**src/logic/pp_sig_pkg.sv**
```systemverilog
/*
 package of offsets, field positions, reset values and port modes for the
 parallel port signal control block. assumes an 8-bit register address space.
*/
package pp_sig_pkg;
   // register offsets
   localparam logic [7:0] OFS_IRQ_ENABLE = 8'h22;
   localparam logic [7:0] OFS_IRQ_STATUS = 8'h23;
   localparam logic [7:0] OFS_NEG_STATUS = 8'h24;
   localparam logic [7:0] OFS_OUT_VALUES = 8'h2b;
   localparam logic [7:0] OFS_EDGE_SEL = 8'h2d;
   // reset values
   localparam logic [7:0] RST_IRQ_ENABLE = 8'h00;
   localparam logic [7:0] RST_OUT_VALUES = 8'h48;
   localparam logic [7:0] RST_EDGE_SEL = 8'h00;
   // interrupt register fields
   localparam int IRQ_TEST_BIT = 6;
   localparam int IRQ_NEG_CHANGE_BIT = 5;
   localparam int IRQ_SIG_CHANGE_BIT = 4;
   localparam int IRQ_SM_EVENTS = 4;
   // output value fields
   localparam int OUT_BUSY_BIT = 7;
   localparam int OUT_STROBE_BIT = 6;
   localparam int OUT_ACK_BIT = 5;
   localparam int OUT_EXT_FLAG_BIT = 4;
   localparam int OUT_DAVAIL_BIT = 3;
   localparam int OUT_LOW_USED = 3;
   // rising edge select fields
   localparam int SEL_ACTIVE_BIT = 3;
   localparam int SEL_INIT_BIT = 2;
   localparam int SEL_BUSY_BIT = 1;
   localparam int SEL_STROBE_BIT = 0;
   localparam int HOST_LINES = 4;
   // negotiation status fields
   localparam int NEG_CHANGED_BIT = 7;
   localparam int NEG_MODE_LSB = 0;
   // edge detector arming delay, cycles after reset
   localparam logic [1:0] EDGE_ARM_CYCLES = 2'h3;

   typedef enum logic [1:0] {
      MODE_MANUAL,
      MODE_COMPAT,
      MODE_EPP,
      MODE_ECP
   } mode_type;
endpackage

```
**src/logic/pp_edge_if.sv**
```systemverilog
/*
 interface carrying rising edge pulses of the host lines from the edge
 detector to the control block. assumes both ends share i_mclk.
*/
`timescale 1ns/1ps
`default_nettype none
interface pp_edge_if #(parameter int W = 4);
   logic [W-1:0] rise;
   modport src (output rise);
   modport dst (input rise);
endinterface
`default_nettype wire

```
**src/logic/pp_edge_detect.sv**
```systemverilog
/*
 two-flop synchroniser and rising edge detector for asynchronous host lines.
 assumes lines come straight from pins; pulses are one cycle wide.
*/
`timescale 1ns/1ps
`default_nettype none
module pp_edge_detect
   import pp_sig_pkg::*;
#(
   parameter int W = 4
) (
   input wire logic i_mclk,
   input wire logic i_srst,
   input wire logic i_ce,
   input wire logic [W-1:0] i_lines,
   pp_edge_if.src edges
);
   logic [W-1:0] sync1_r;
   logic [W-1:0] sync2_r;
   logic [W-1:0] prev_r;
   logic [1:0] arm_r;

   // two flops before any logic reads the pins [RQ17]
   always_ff @(posedge i_mclk) begin
      if (i_srst) begin
         sync1_r <= '0;
         sync2_r <= '0;
         prev_r <= '0;
      end else if (i_ce) begin
         sync1_r <= i_lines;
         sync2_r <= sync1_r;
         prev_r <= sync2_r;
      end
   end

   // suppress false edges while the synchroniser fills after reset
   always_ff @(posedge i_mclk) begin
      if (i_srst) begin
         arm_r <= '0;
      end else if (i_ce && arm_r != EDGE_ARM_CYCLES) begin
         arm_r <= arm_r + 2'h1;
      end
   end

   // low to high against previous sample [RQ17]
   assign edges.rise = (arm_r == EDGE_ARM_CYCLES) ? (sync2_r & ~prev_r) : '0;
endmodule
`default_nettype wire

```
**src/logic/pp_signal_ctrl.sv**
```systemverilog
/*
 peripheral side control of parallel port status outputs, rising edge
 interrupts on host lines, negotiation change report and interrupt regs.
 assumes the port mode and state machine drives come from logic on i_mclk,
 host lines from pins, and a one-cycle strobe register port.
*/
// The plain strobed port was decided locally.
// How it works
// [RQ1] a port mode change raises an interrupt when its enable bit is set
// [RQ2] any write to negotiation status clears it
// [RQ3] selected host line rising raises signal change interrupt if enabled
// [RQ4] edge select bits: active 3, init 2, busy 1, strobe 0
// [RQ5] upper four edge select bits are written zero and read zero
// [RQ6] edge selections give no interrupt outside manual mode
// [RQ7] manual mode drives every output line straight from its register bit
// [RQ8] compatibility and epp: state machine drives busy and strobe, rest from register
// [RQ9] ecp mode ignores the output value register entirely
// [RQ10] busy bit 7 and strobe bit 6 control lines only in manual mode
// [RQ11] bit 5 drives ack data request line
// [RQ12] bit 4 drives extension flag line
// [RQ13] bit 3 drives data available active low line
// [RQ14] software writes zeros to output value bits 2 to 0
// [RQ15] each enable bit gates the same status bit
// [RQ16] any write to interrupt status clears it and drops the request
// [RQ17] host lines are synchronised then compared with previous sample
`timescale 1ns/1ps
`default_nettype none
module pp_signal_ctrl (
   input wire logic i_mclk,
   input wire logic i_srst,
   input wire logic i_ce,
   input wire logic [7:0] i_addr,
   input wire logic [7:0] i_wdata,
   input wire logic i_wr,
   input wire logic i_rd,
   output logic [7:0] o_rdata,
   input wire pp_sig_pkg::mode_type i_port_mode,
   input wire logic [4:0] i_sm_lines,
   input wire logic [pp_sig_pkg::IRQ_SM_EVENTS-1:0] i_sm_events,
   input wire logic i_ieee_active_in,
   input wire logic i_host_init_n,
   input wire logic i_host_busy_in,
   input wire logic i_host_strobe_in,
   output logic o_periph_busy_out,
   output logic o_periph_strobe_out,
   output logic o_ack_data_request_out,
   output logic o_extension_flag_out,
   output logic o_data_available_n_out,
   output logic o_irq
);
   import pp_sig_pkg::*;

   logic [7:0] irq_enable_r;
   logic [7:0] out_values_r;
   logic [HOST_LINES-1:0] edge_sel_r;
   logic [7:0] neg_status_r;
   logic [7:0] irq_status;
   logic [7:0] irq_set;
   mode_type mode_prev_r;
   logic mode_seen_r;
   logic mode_change;
   logic manual;
   logic sig_change;
   logic wr_enable;
   logic wr_status;
   logic wr_neg;
   logic wr_out;
   logic wr_sel;
   logic [7:0] rdata_nxt;
   logic [HOST_LINES-1:0] host_lines;

   pp_edge_if #(.W(HOST_LINES)) edge_bus ();

   assign wr_enable = i_wr && i_addr == OFS_IRQ_ENABLE;
   assign wr_status = i_wr && i_addr == OFS_IRQ_STATUS;
   assign wr_neg = i_wr && i_addr == OFS_NEG_STATUS;
   assign wr_out = i_wr && i_addr == OFS_OUT_VALUES;
   assign wr_sel = i_wr && i_addr == OFS_EDGE_SEL;
   assign manual = i_port_mode == MODE_MANUAL;

   // host line packing [RQ4]
   always_comb begin
      host_lines = '0;
      host_lines[SEL_ACTIVE_BIT] = i_ieee_active_in;
      host_lines[SEL_INIT_BIT] = i_host_init_n;
      host_lines[SEL_BUSY_BIT] = i_host_busy_in;
      host_lines[SEL_STROBE_BIT] = i_host_strobe_in;
   end

   pp_edge_detect #(.W(HOST_LINES)) u_edges (
      .i_mclk(i_mclk),
      .i_srst(i_srst),
      .i_ce(i_ce),
      .i_lines(host_lines),
      .edges(edge_bus.src)
   );

   // selected rising edge only in manual mode
   assign sig_change = manual && |(edge_bus.rise & edge_sel_r); // [RQ3] [RQ6]

   // mode change detect, ignoring the first cycle after reset
   always_ff @(posedge i_mclk) begin
      if (i_srst) begin
         mode_prev_r <= MODE_MANUAL;
         mode_seen_r <= 1'b0;
      end else if (i_ce) begin
         mode_prev_r <= i_port_mode;
         mode_seen_r <= 1'b1;
      end
   end
   assign mode_change = mode_seen_r && i_port_mode != mode_prev_r;

   // interrupt enable register, bit 7 reads zero
   always_ff @(posedge i_mclk) begin
      if (i_srst) begin
         irq_enable_r <= RST_IRQ_ENABLE;
      end else if (i_ce && wr_enable) begin
         irq_enable_r <= {1'b0, i_wdata[6:0]};
      end
   end

   // output value register, low bits kept zero [RQ14]
   always_ff @(posedge i_mclk) begin
      if (i_srst) begin
         out_values_r <= RST_OUT_VALUES;
      end else if (i_ce && wr_out) begin
         out_values_r <= {i_wdata[7:OUT_LOW_USED], {OUT_LOW_USED{1'b0}}};
      end
   end

   // edge select register, upper bits not stored [RQ5]
   always_ff @(posedge i_mclk) begin
      if (i_srst) begin
         edge_sel_r <= RST_EDGE_SEL[HOST_LINES-1:0];
      end else if (i_ce && wr_sel) begin
         edge_sel_r <= i_wdata[HOST_LINES-1:0];
      end
   end

   // negotiation status: new mode and change flag, any write clears
   always_ff @(posedge i_mclk) begin
      if (i_srst) begin
         neg_status_r <= '0;
      end else if (i_ce) begin
         if (mode_change) begin
            neg_status_r <= '0;
            neg_status_r[NEG_CHANGED_BIT] <= 1'b1;
            neg_status_r[NEG_MODE_LSB +: 2] <= i_port_mode;
         end else if (wr_neg) begin
            neg_status_r <= '0; // [RQ2]
         end
      end
   end

   // event sources for interrupt status
   always_comb begin
      irq_set = '0;
      irq_set[IRQ_NEG_CHANGE_BIT] = mode_change; // [RQ1]
      irq_set[IRQ_SIG_CHANGE_BIT] = sig_change; // [RQ3]
      irq_set[IRQ_SM_EVENTS-1:0] = i_sm_events;
   end

   pp_sticky_flags #(.W(8)) u_status (
      .i_mclk(i_mclk),
      .i_srst(i_srst),
      .i_ce(i_ce),
      .i_set(irq_set),
      .i_clr(wr_status), // [RQ16]
      .o_flags(irq_status)
   );

   // interrupt request, each enable gates its own status bit
   always_ff @(posedge i_mclk) begin
      if (i_srst) begin
         o_irq <= 1'b0;
      end else if (i_ce) begin
         o_irq <= |((((irq_status & ~{8{wr_status}}) | irq_set)) & irq_enable_r); // [RQ15] [RQ1] [RQ16]
      end
   end

   // output line ownership by mode
   always_ff @(posedge i_mclk) begin
      if (i_srst) begin
         o_periph_busy_out <= RST_OUT_VALUES[OUT_BUSY_BIT];
         o_periph_strobe_out <= RST_OUT_VALUES[OUT_STROBE_BIT];
         o_ack_data_request_out <= RST_OUT_VALUES[OUT_ACK_BIT];
         o_extension_flag_out <= RST_OUT_VALUES[OUT_EXT_FLAG_BIT];
         o_data_available_n_out <= RST_OUT_VALUES[OUT_DAVAIL_BIT];
      end else if (i_ce) begin
         case (i_port_mode)
            MODE_MANUAL: begin
               o_periph_busy_out <= out_values_r[OUT_BUSY_BIT]; // [RQ7] [RQ10]
               o_periph_strobe_out <= out_values_r[OUT_STROBE_BIT]; // [RQ7] [RQ10]
               o_ack_data_request_out <= out_values_r[OUT_ACK_BIT]; // [RQ7] [RQ11]
               o_extension_flag_out <= out_values_r[OUT_EXT_FLAG_BIT]; // [RQ7] [RQ12]
               o_data_available_n_out <= out_values_r[OUT_DAVAIL_BIT]; // [RQ7] [RQ13]
            end
            MODE_COMPAT, MODE_EPP: begin
               o_periph_busy_out <= i_sm_lines[4]; // [RQ8]
               o_periph_strobe_out <= i_sm_lines[3]; // [RQ8]
               o_ack_data_request_out <= out_values_r[OUT_ACK_BIT]; // [RQ11]
               o_extension_flag_out <= out_values_r[OUT_EXT_FLAG_BIT]; // [RQ12]
               o_data_available_n_out <= out_values_r[OUT_DAVAIL_BIT]; // [RQ13]
            end
            default: begin
               o_periph_busy_out <= i_sm_lines[4]; // [RQ9]
               o_periph_strobe_out <= i_sm_lines[3]; // [RQ9]
               o_ack_data_request_out <= i_sm_lines[2]; // [RQ9]
               o_extension_flag_out <= i_sm_lines[1]; // [RQ9]
               o_data_available_n_out <= i_sm_lines[0]; // [RQ9]
            end
         endcase
      end
   end

   // read mux; output values are write only
   always_comb begin
      rdata_nxt = '0;
      case (i_addr)
         OFS_IRQ_ENABLE: rdata_nxt = irq_enable_r;
         OFS_IRQ_STATUS: rdata_nxt = irq_status;
         OFS_NEG_STATUS: rdata_nxt = neg_status_r;
         OFS_EDGE_SEL: rdata_nxt = {{(8 - HOST_LINES){1'b0}}, edge_sel_r}; // [RQ5]
         default: rdata_nxt = '0;
      endcase
   end

   // read data stands one cycle only
   always_ff @(posedge i_mclk) begin
      if (i_srst) begin
         o_rdata <= '0;
      end else if (i_ce) begin
         o_rdata <= i_rd ? rdata_nxt : '0;
      end
   end
endmodule
`default_nettype wire

```
**src/logic/pp_sticky_flags.sv**
```systemverilog
/*
 bank of sticky event flags with a clear-all pulse; a set in the clear
 cycle wins. assumes set and clear are on the same clock.
*/
`timescale 1ns/1ps
`default_nettype none
module pp_sticky_flags #(
   parameter int W = 8
) (
   input wire logic i_mclk,
   input wire logic i_srst,
   input wire logic i_ce,
   input wire logic [W-1:0] i_set,
   input wire logic i_clr,
   output logic [W-1:0] o_flags
);
   always_ff @(posedge i_mclk) begin
      if (i_srst) begin
         o_flags <= '0;
      end else if (i_ce) begin
         o_flags <= (o_flags & ~{W{i_clr}}) | i_set;
      end
   end
endmodule
`default_nettype wire

```
**config.mk**
```make
export PLATFORM = sky130hd
export DESIGN_NAME = pp_signal_ctrl
export DESIGN_NICKNAME = d
export VERILOG_FILES = /design/src/logic/pp_sig_pkg.sv /design/src/logic/pp_edge_if.sv /design/src/logic/pp_edge_detect.sv /design/src/logic/pp_signal_ctrl.sv /design/src/logic/pp_sticky_flags.sv
export SDC_FILE = /design/constraint.sdc
export NUM_CORES = 1
export LEC_CHECK = 0
export BUFFER_PORTS_ARGS = -buffer_cell sky130_fd_sc_hd__buf_4
export CAP_MARGIN = 20
export CORE_MARGIN = 1.5
export CORE_UTILIZATION = 55
export DETAILED_ROUTE_END_ITERATION = 8
export GPL_TIMING_DRIVEN = 0
export HOLD_SLACK_MARGIN = 0.05
export PLACE_DENSITY = 0.88
export REMOVE_ABC_BUFFERS = 1
export SYNTH_ARGS = -nofsm -noshare
export SYNTH_HDL_FRONTEND = slang
export SYNTH_SLANG_ARGS = --single-unit
```
**constraint.sdc**
```tcl
create_clock -name i_mclk -period 3.9 [get_ports i_mclk]
set_input_delay 0.585 -clock i_mclk [delete_from_list [all_inputs] [get_ports i_mclk]]
set_output_delay 0.585 -clock i_mclk [all_outputs]
set_load 0.1 [all_outputs]
```
==> reports/metrics.yaml <==
post_syn_area_mm2: 0.00250
worstPathBufferInverterCount: 1
clockBufferDepth: 2
die_h_um: 70.5
cpMostUsedCell: "sky130_fd_sc_hd__or3_1"
grt_first_pass_wirelength_um: 9500
place_area_mm2: 0.00286
post_cts_buffers: 0
worst_slack_on_hold_paths_ps: 456
rsz_0062_raised_after_global_routing: "false"
worstSetupEndpointType: "flip-flop"
hold_class: "reg2reg"
timing.critical_path.cells: "buf_4, or4b_1, or3_1, or3_1, mux2i_1, nor2_1"
total_leakage_power_nw: 1.33
drt-initial-drc-count: 271
via_count: 2211
drc_errors: 0
crit_slowest_cell: "sky130_fd_sc_hd__or4b_1"
yosysUniqueCellTypes: 40
first_pass_iters: 5
critical-path-max-stage-delay_ps: 670
global_placer_s_final_weighted_congestion: 0.888
timing.hold.worst_path_depth: 2
outcome: "complete, no violations"
antenna_found_initial: 0
tritoncts_buffer_count: 9
clockRootBuffer: "sky130_fd_sc_hd__clkbuf_8"
globalRoute.totalOverflow: 0
tightest_slew_ps: 839
yosysTopAreaCell: "sky130_fd_sc_hd__dfxtp_1"
post-route-cell-area_mm2: 0.00305
syn_area_per_cell_um2: 8.91
place.port_buffers: 49
finalWorstPathRequiredPeriod_ps: 2600
slew_viol_final: 0
syn_inst: 281
totalNegativeSetupSlack_ps: 0
placementRows: 24
worst_r2r_startpoint: "mode_prev_r[1]"
netlist.area_leader.share_pct: 46.4
finalNonFillerCells: 379
yosys_warnings: 0
core_area_mm2: 0.00435
clkTransAtPathRegs_ps: 60
crit_path_start_kind: "input port"
finished_core_util_pct: 70.0
timing.final.crit_share_pct: 66.7
criticalPathCategory: "in2reg"
final-hold-violation-count: 0
synthTopCellsByArea: "sky130_fd_sc_hd__dfxtp_1, sky130_fd_sc_hd__mux2i_1, sky130_fd_sc_hd__nor2_1"
design.die.area_mm2: 0.00497
setup_viol_count_final: 0
diode_count: 0
die_width_um: 70.5
nets: 360
io-pin-count: 50
routed_wire_length_per_instance_um: 15.2
floorplan.initialDensity_pct: 57.5
clock_tree_from_tritoncts: "built"
postCtsHoldBufs: 0
p_total_mw: 1.28
synth_flop_cell: "sky130_fd_sc_hd__dfxtp_1"
worstRegToRegCells: 5
clock_latency_ps: 340
slew-limit-headroom_pct: 43.6
worst_ir_drop_vdd_v: 0.000210
tritoncts_num_sinks: 58
placed_cells: 364
powerDensity_mw_per_mm2: 419
largest_net_degree_at_the_start_of_global_routing: 59
cap_violations: 0
place.detailed.hpwl_um: 3810
drive_above_1_share_pct: 21.7
wirelength_um: 5750
min-delay-start: "o_rdata[7]"
cts-resized-gates: 0
h_tree_lvls: 3
ant_nets: 0
grt_pass1_vias: 2066
critPathArrivalTime_ps: 2790
final_worst_path_setup_slack_ps: 1300
synthArstFlopShare_pct: 0
area_delta_synth_final_pct: 21.7
max_freq_mhz: 385
worst_ep_required_time_ps: 4090
r2r_slack_ps: 2480
synth_edf_count: 0
grt.total_usage_pct: 24.6
timing.rr.end: "o_irq"
worst_clock_skew_ps: 7.68
postSynthRegisterBits: 58
timing.critical_path.max_delay_family: "simple AND/OR/NAND/NOR gates"
routed_via_density: 5.83
dp_worst_setup_slack_ps: 990
synth-seq-area-share_pct: 46.4
crit_path_max_fanout: 8
whs_endpoint: "o_rdata[7]"
==> cell families after synthesis <==
group | Yosys count | synth area share [%]
simple gates | 115 | 20.8
flops | 58 | 46.4
compound gates | 48 | 12.8
mux | 38 | 15.3
buf+inv | 18 | 3.10
xor+xnor | 3 | 1.05
fa+ha+maj | 1 | 0.500
==> sequential cells by signal (all words and copies together) (netlist names), 2 cells and up <==
| name | cells |
|---|---|
| u_edges.arm_r | 2 |
| u_edges.sync1_r | 4 |
| u_edges.sync2_r | 4 |
| u_status.o_flags | 8 |
| neg_status_r | 3 |
| edge_sel_r | 4 |
| out_values_r | 5 |
| irq_enable_r | 7 |
| mode_prev_r | 2 |
| u_edges.prev_r | 4 |
| o_rdata | 8 |
==> Yosys cell counts (all sizes together), types with 2 or more instances <==
cell type and number:
a311oi 3, nor4 2, nor2 59, o21ai 6
dfxtp 58, buf 6, mux2i 35, o22ai 4
nand2b 4, or2 3, mux2 3, xnor2 3
a211o 2, nor2b 6, a22oi 10, nand2 21
nor3 3, nand3 9, a21oi 13, clkbuf 12
and3b 2, or3 2
==> worst max path at each step <==
stage | startpoint | endpoint | cells past startpoint
2_1_floorplan | i_addr[4] | irq_enable_r[0] | 5
3_3_place_gp | i_addr[4] | irq_enable_r[4] | 6
3_5_place_dp | i_addr[4] | irq_enable_r[4] | 6
4_1_cts | i_addr[4] | irq_enable_r[6] | 6
5_1_grt | i_addr[4] | irq_enable_r[6] | 6
6_report | i_addr[4] | irq_enable_r[6] | 6
==> layout by cell type (no fill, tap or decap), drive strengths merged, types with 2 or more instances in the layout <==
master | synthesis | final
a311oi | 3 | 3
or2 | 3 | 3
mux2 | 3 | 3
mux2i | 35 | 35
nor2b | 6 | 6
a22oi | 10 | 10
or3 | 2 | 2
a21oi | 13 | 13
buf | 6 | 49
o22ai | 4 | 4
o21ai | 6 | 6
and3b | 2 | 2
a211o | 2 | 2
nor4 | 2 | 2
xnor2 | 3 | 3
nand2 | 21 | 21
clkinv | 0 | 2
nand3 | 9 | 9
nor3 | 3 | 3
nor2 | 59 | 59
clkbuf | 12 | 13
dfxtp | 58 | 58
nand2b | 4 | 4
==> routing by layer <==
layer | GRT usage, % | vias to the layer above | part of all wire [%]
met5 | 0 | - | 0
met4 | 10.0 | 0 | 2.3
met3 | 7.50 | 14 | 6.7
met2 | 39.2 | 86 | 47
met1 | 31.0 | 1039 | 43
li1 | - | 1072 | -
==> where the power goes <==
group	internal, mW	leakage, nW	total, mW	switching [mW]
clock	0.294	0.101	0.519	0.225
combinational	0.0541	0.753	0.135	0.0811
sequential	0.610	0.472	0.621	0.0113
total	0.958	1.33	1.28	0.318
==> cell type report <==
class	count	area, um^2
Fill cell	318	1310
Multi-Input combinational cell	205	1260
Sequential cell	58	1160
Timing Repair Buffer	49	368
Clock buffer	13	179
Tap cell	52	65.1
Clock inverter	2	10.0
==> tightest hold or removal path, cell delays in order, from the launching register on <==
cell and delay, ps:
sky130_fd_sc_hd__dfxtp_1 330, sky130_fd_sc_hd__nand2_1 40, sky130_fd_sc_hd__o21ai_0 60
Note: power is estimated with default switching activity, not from simulation.
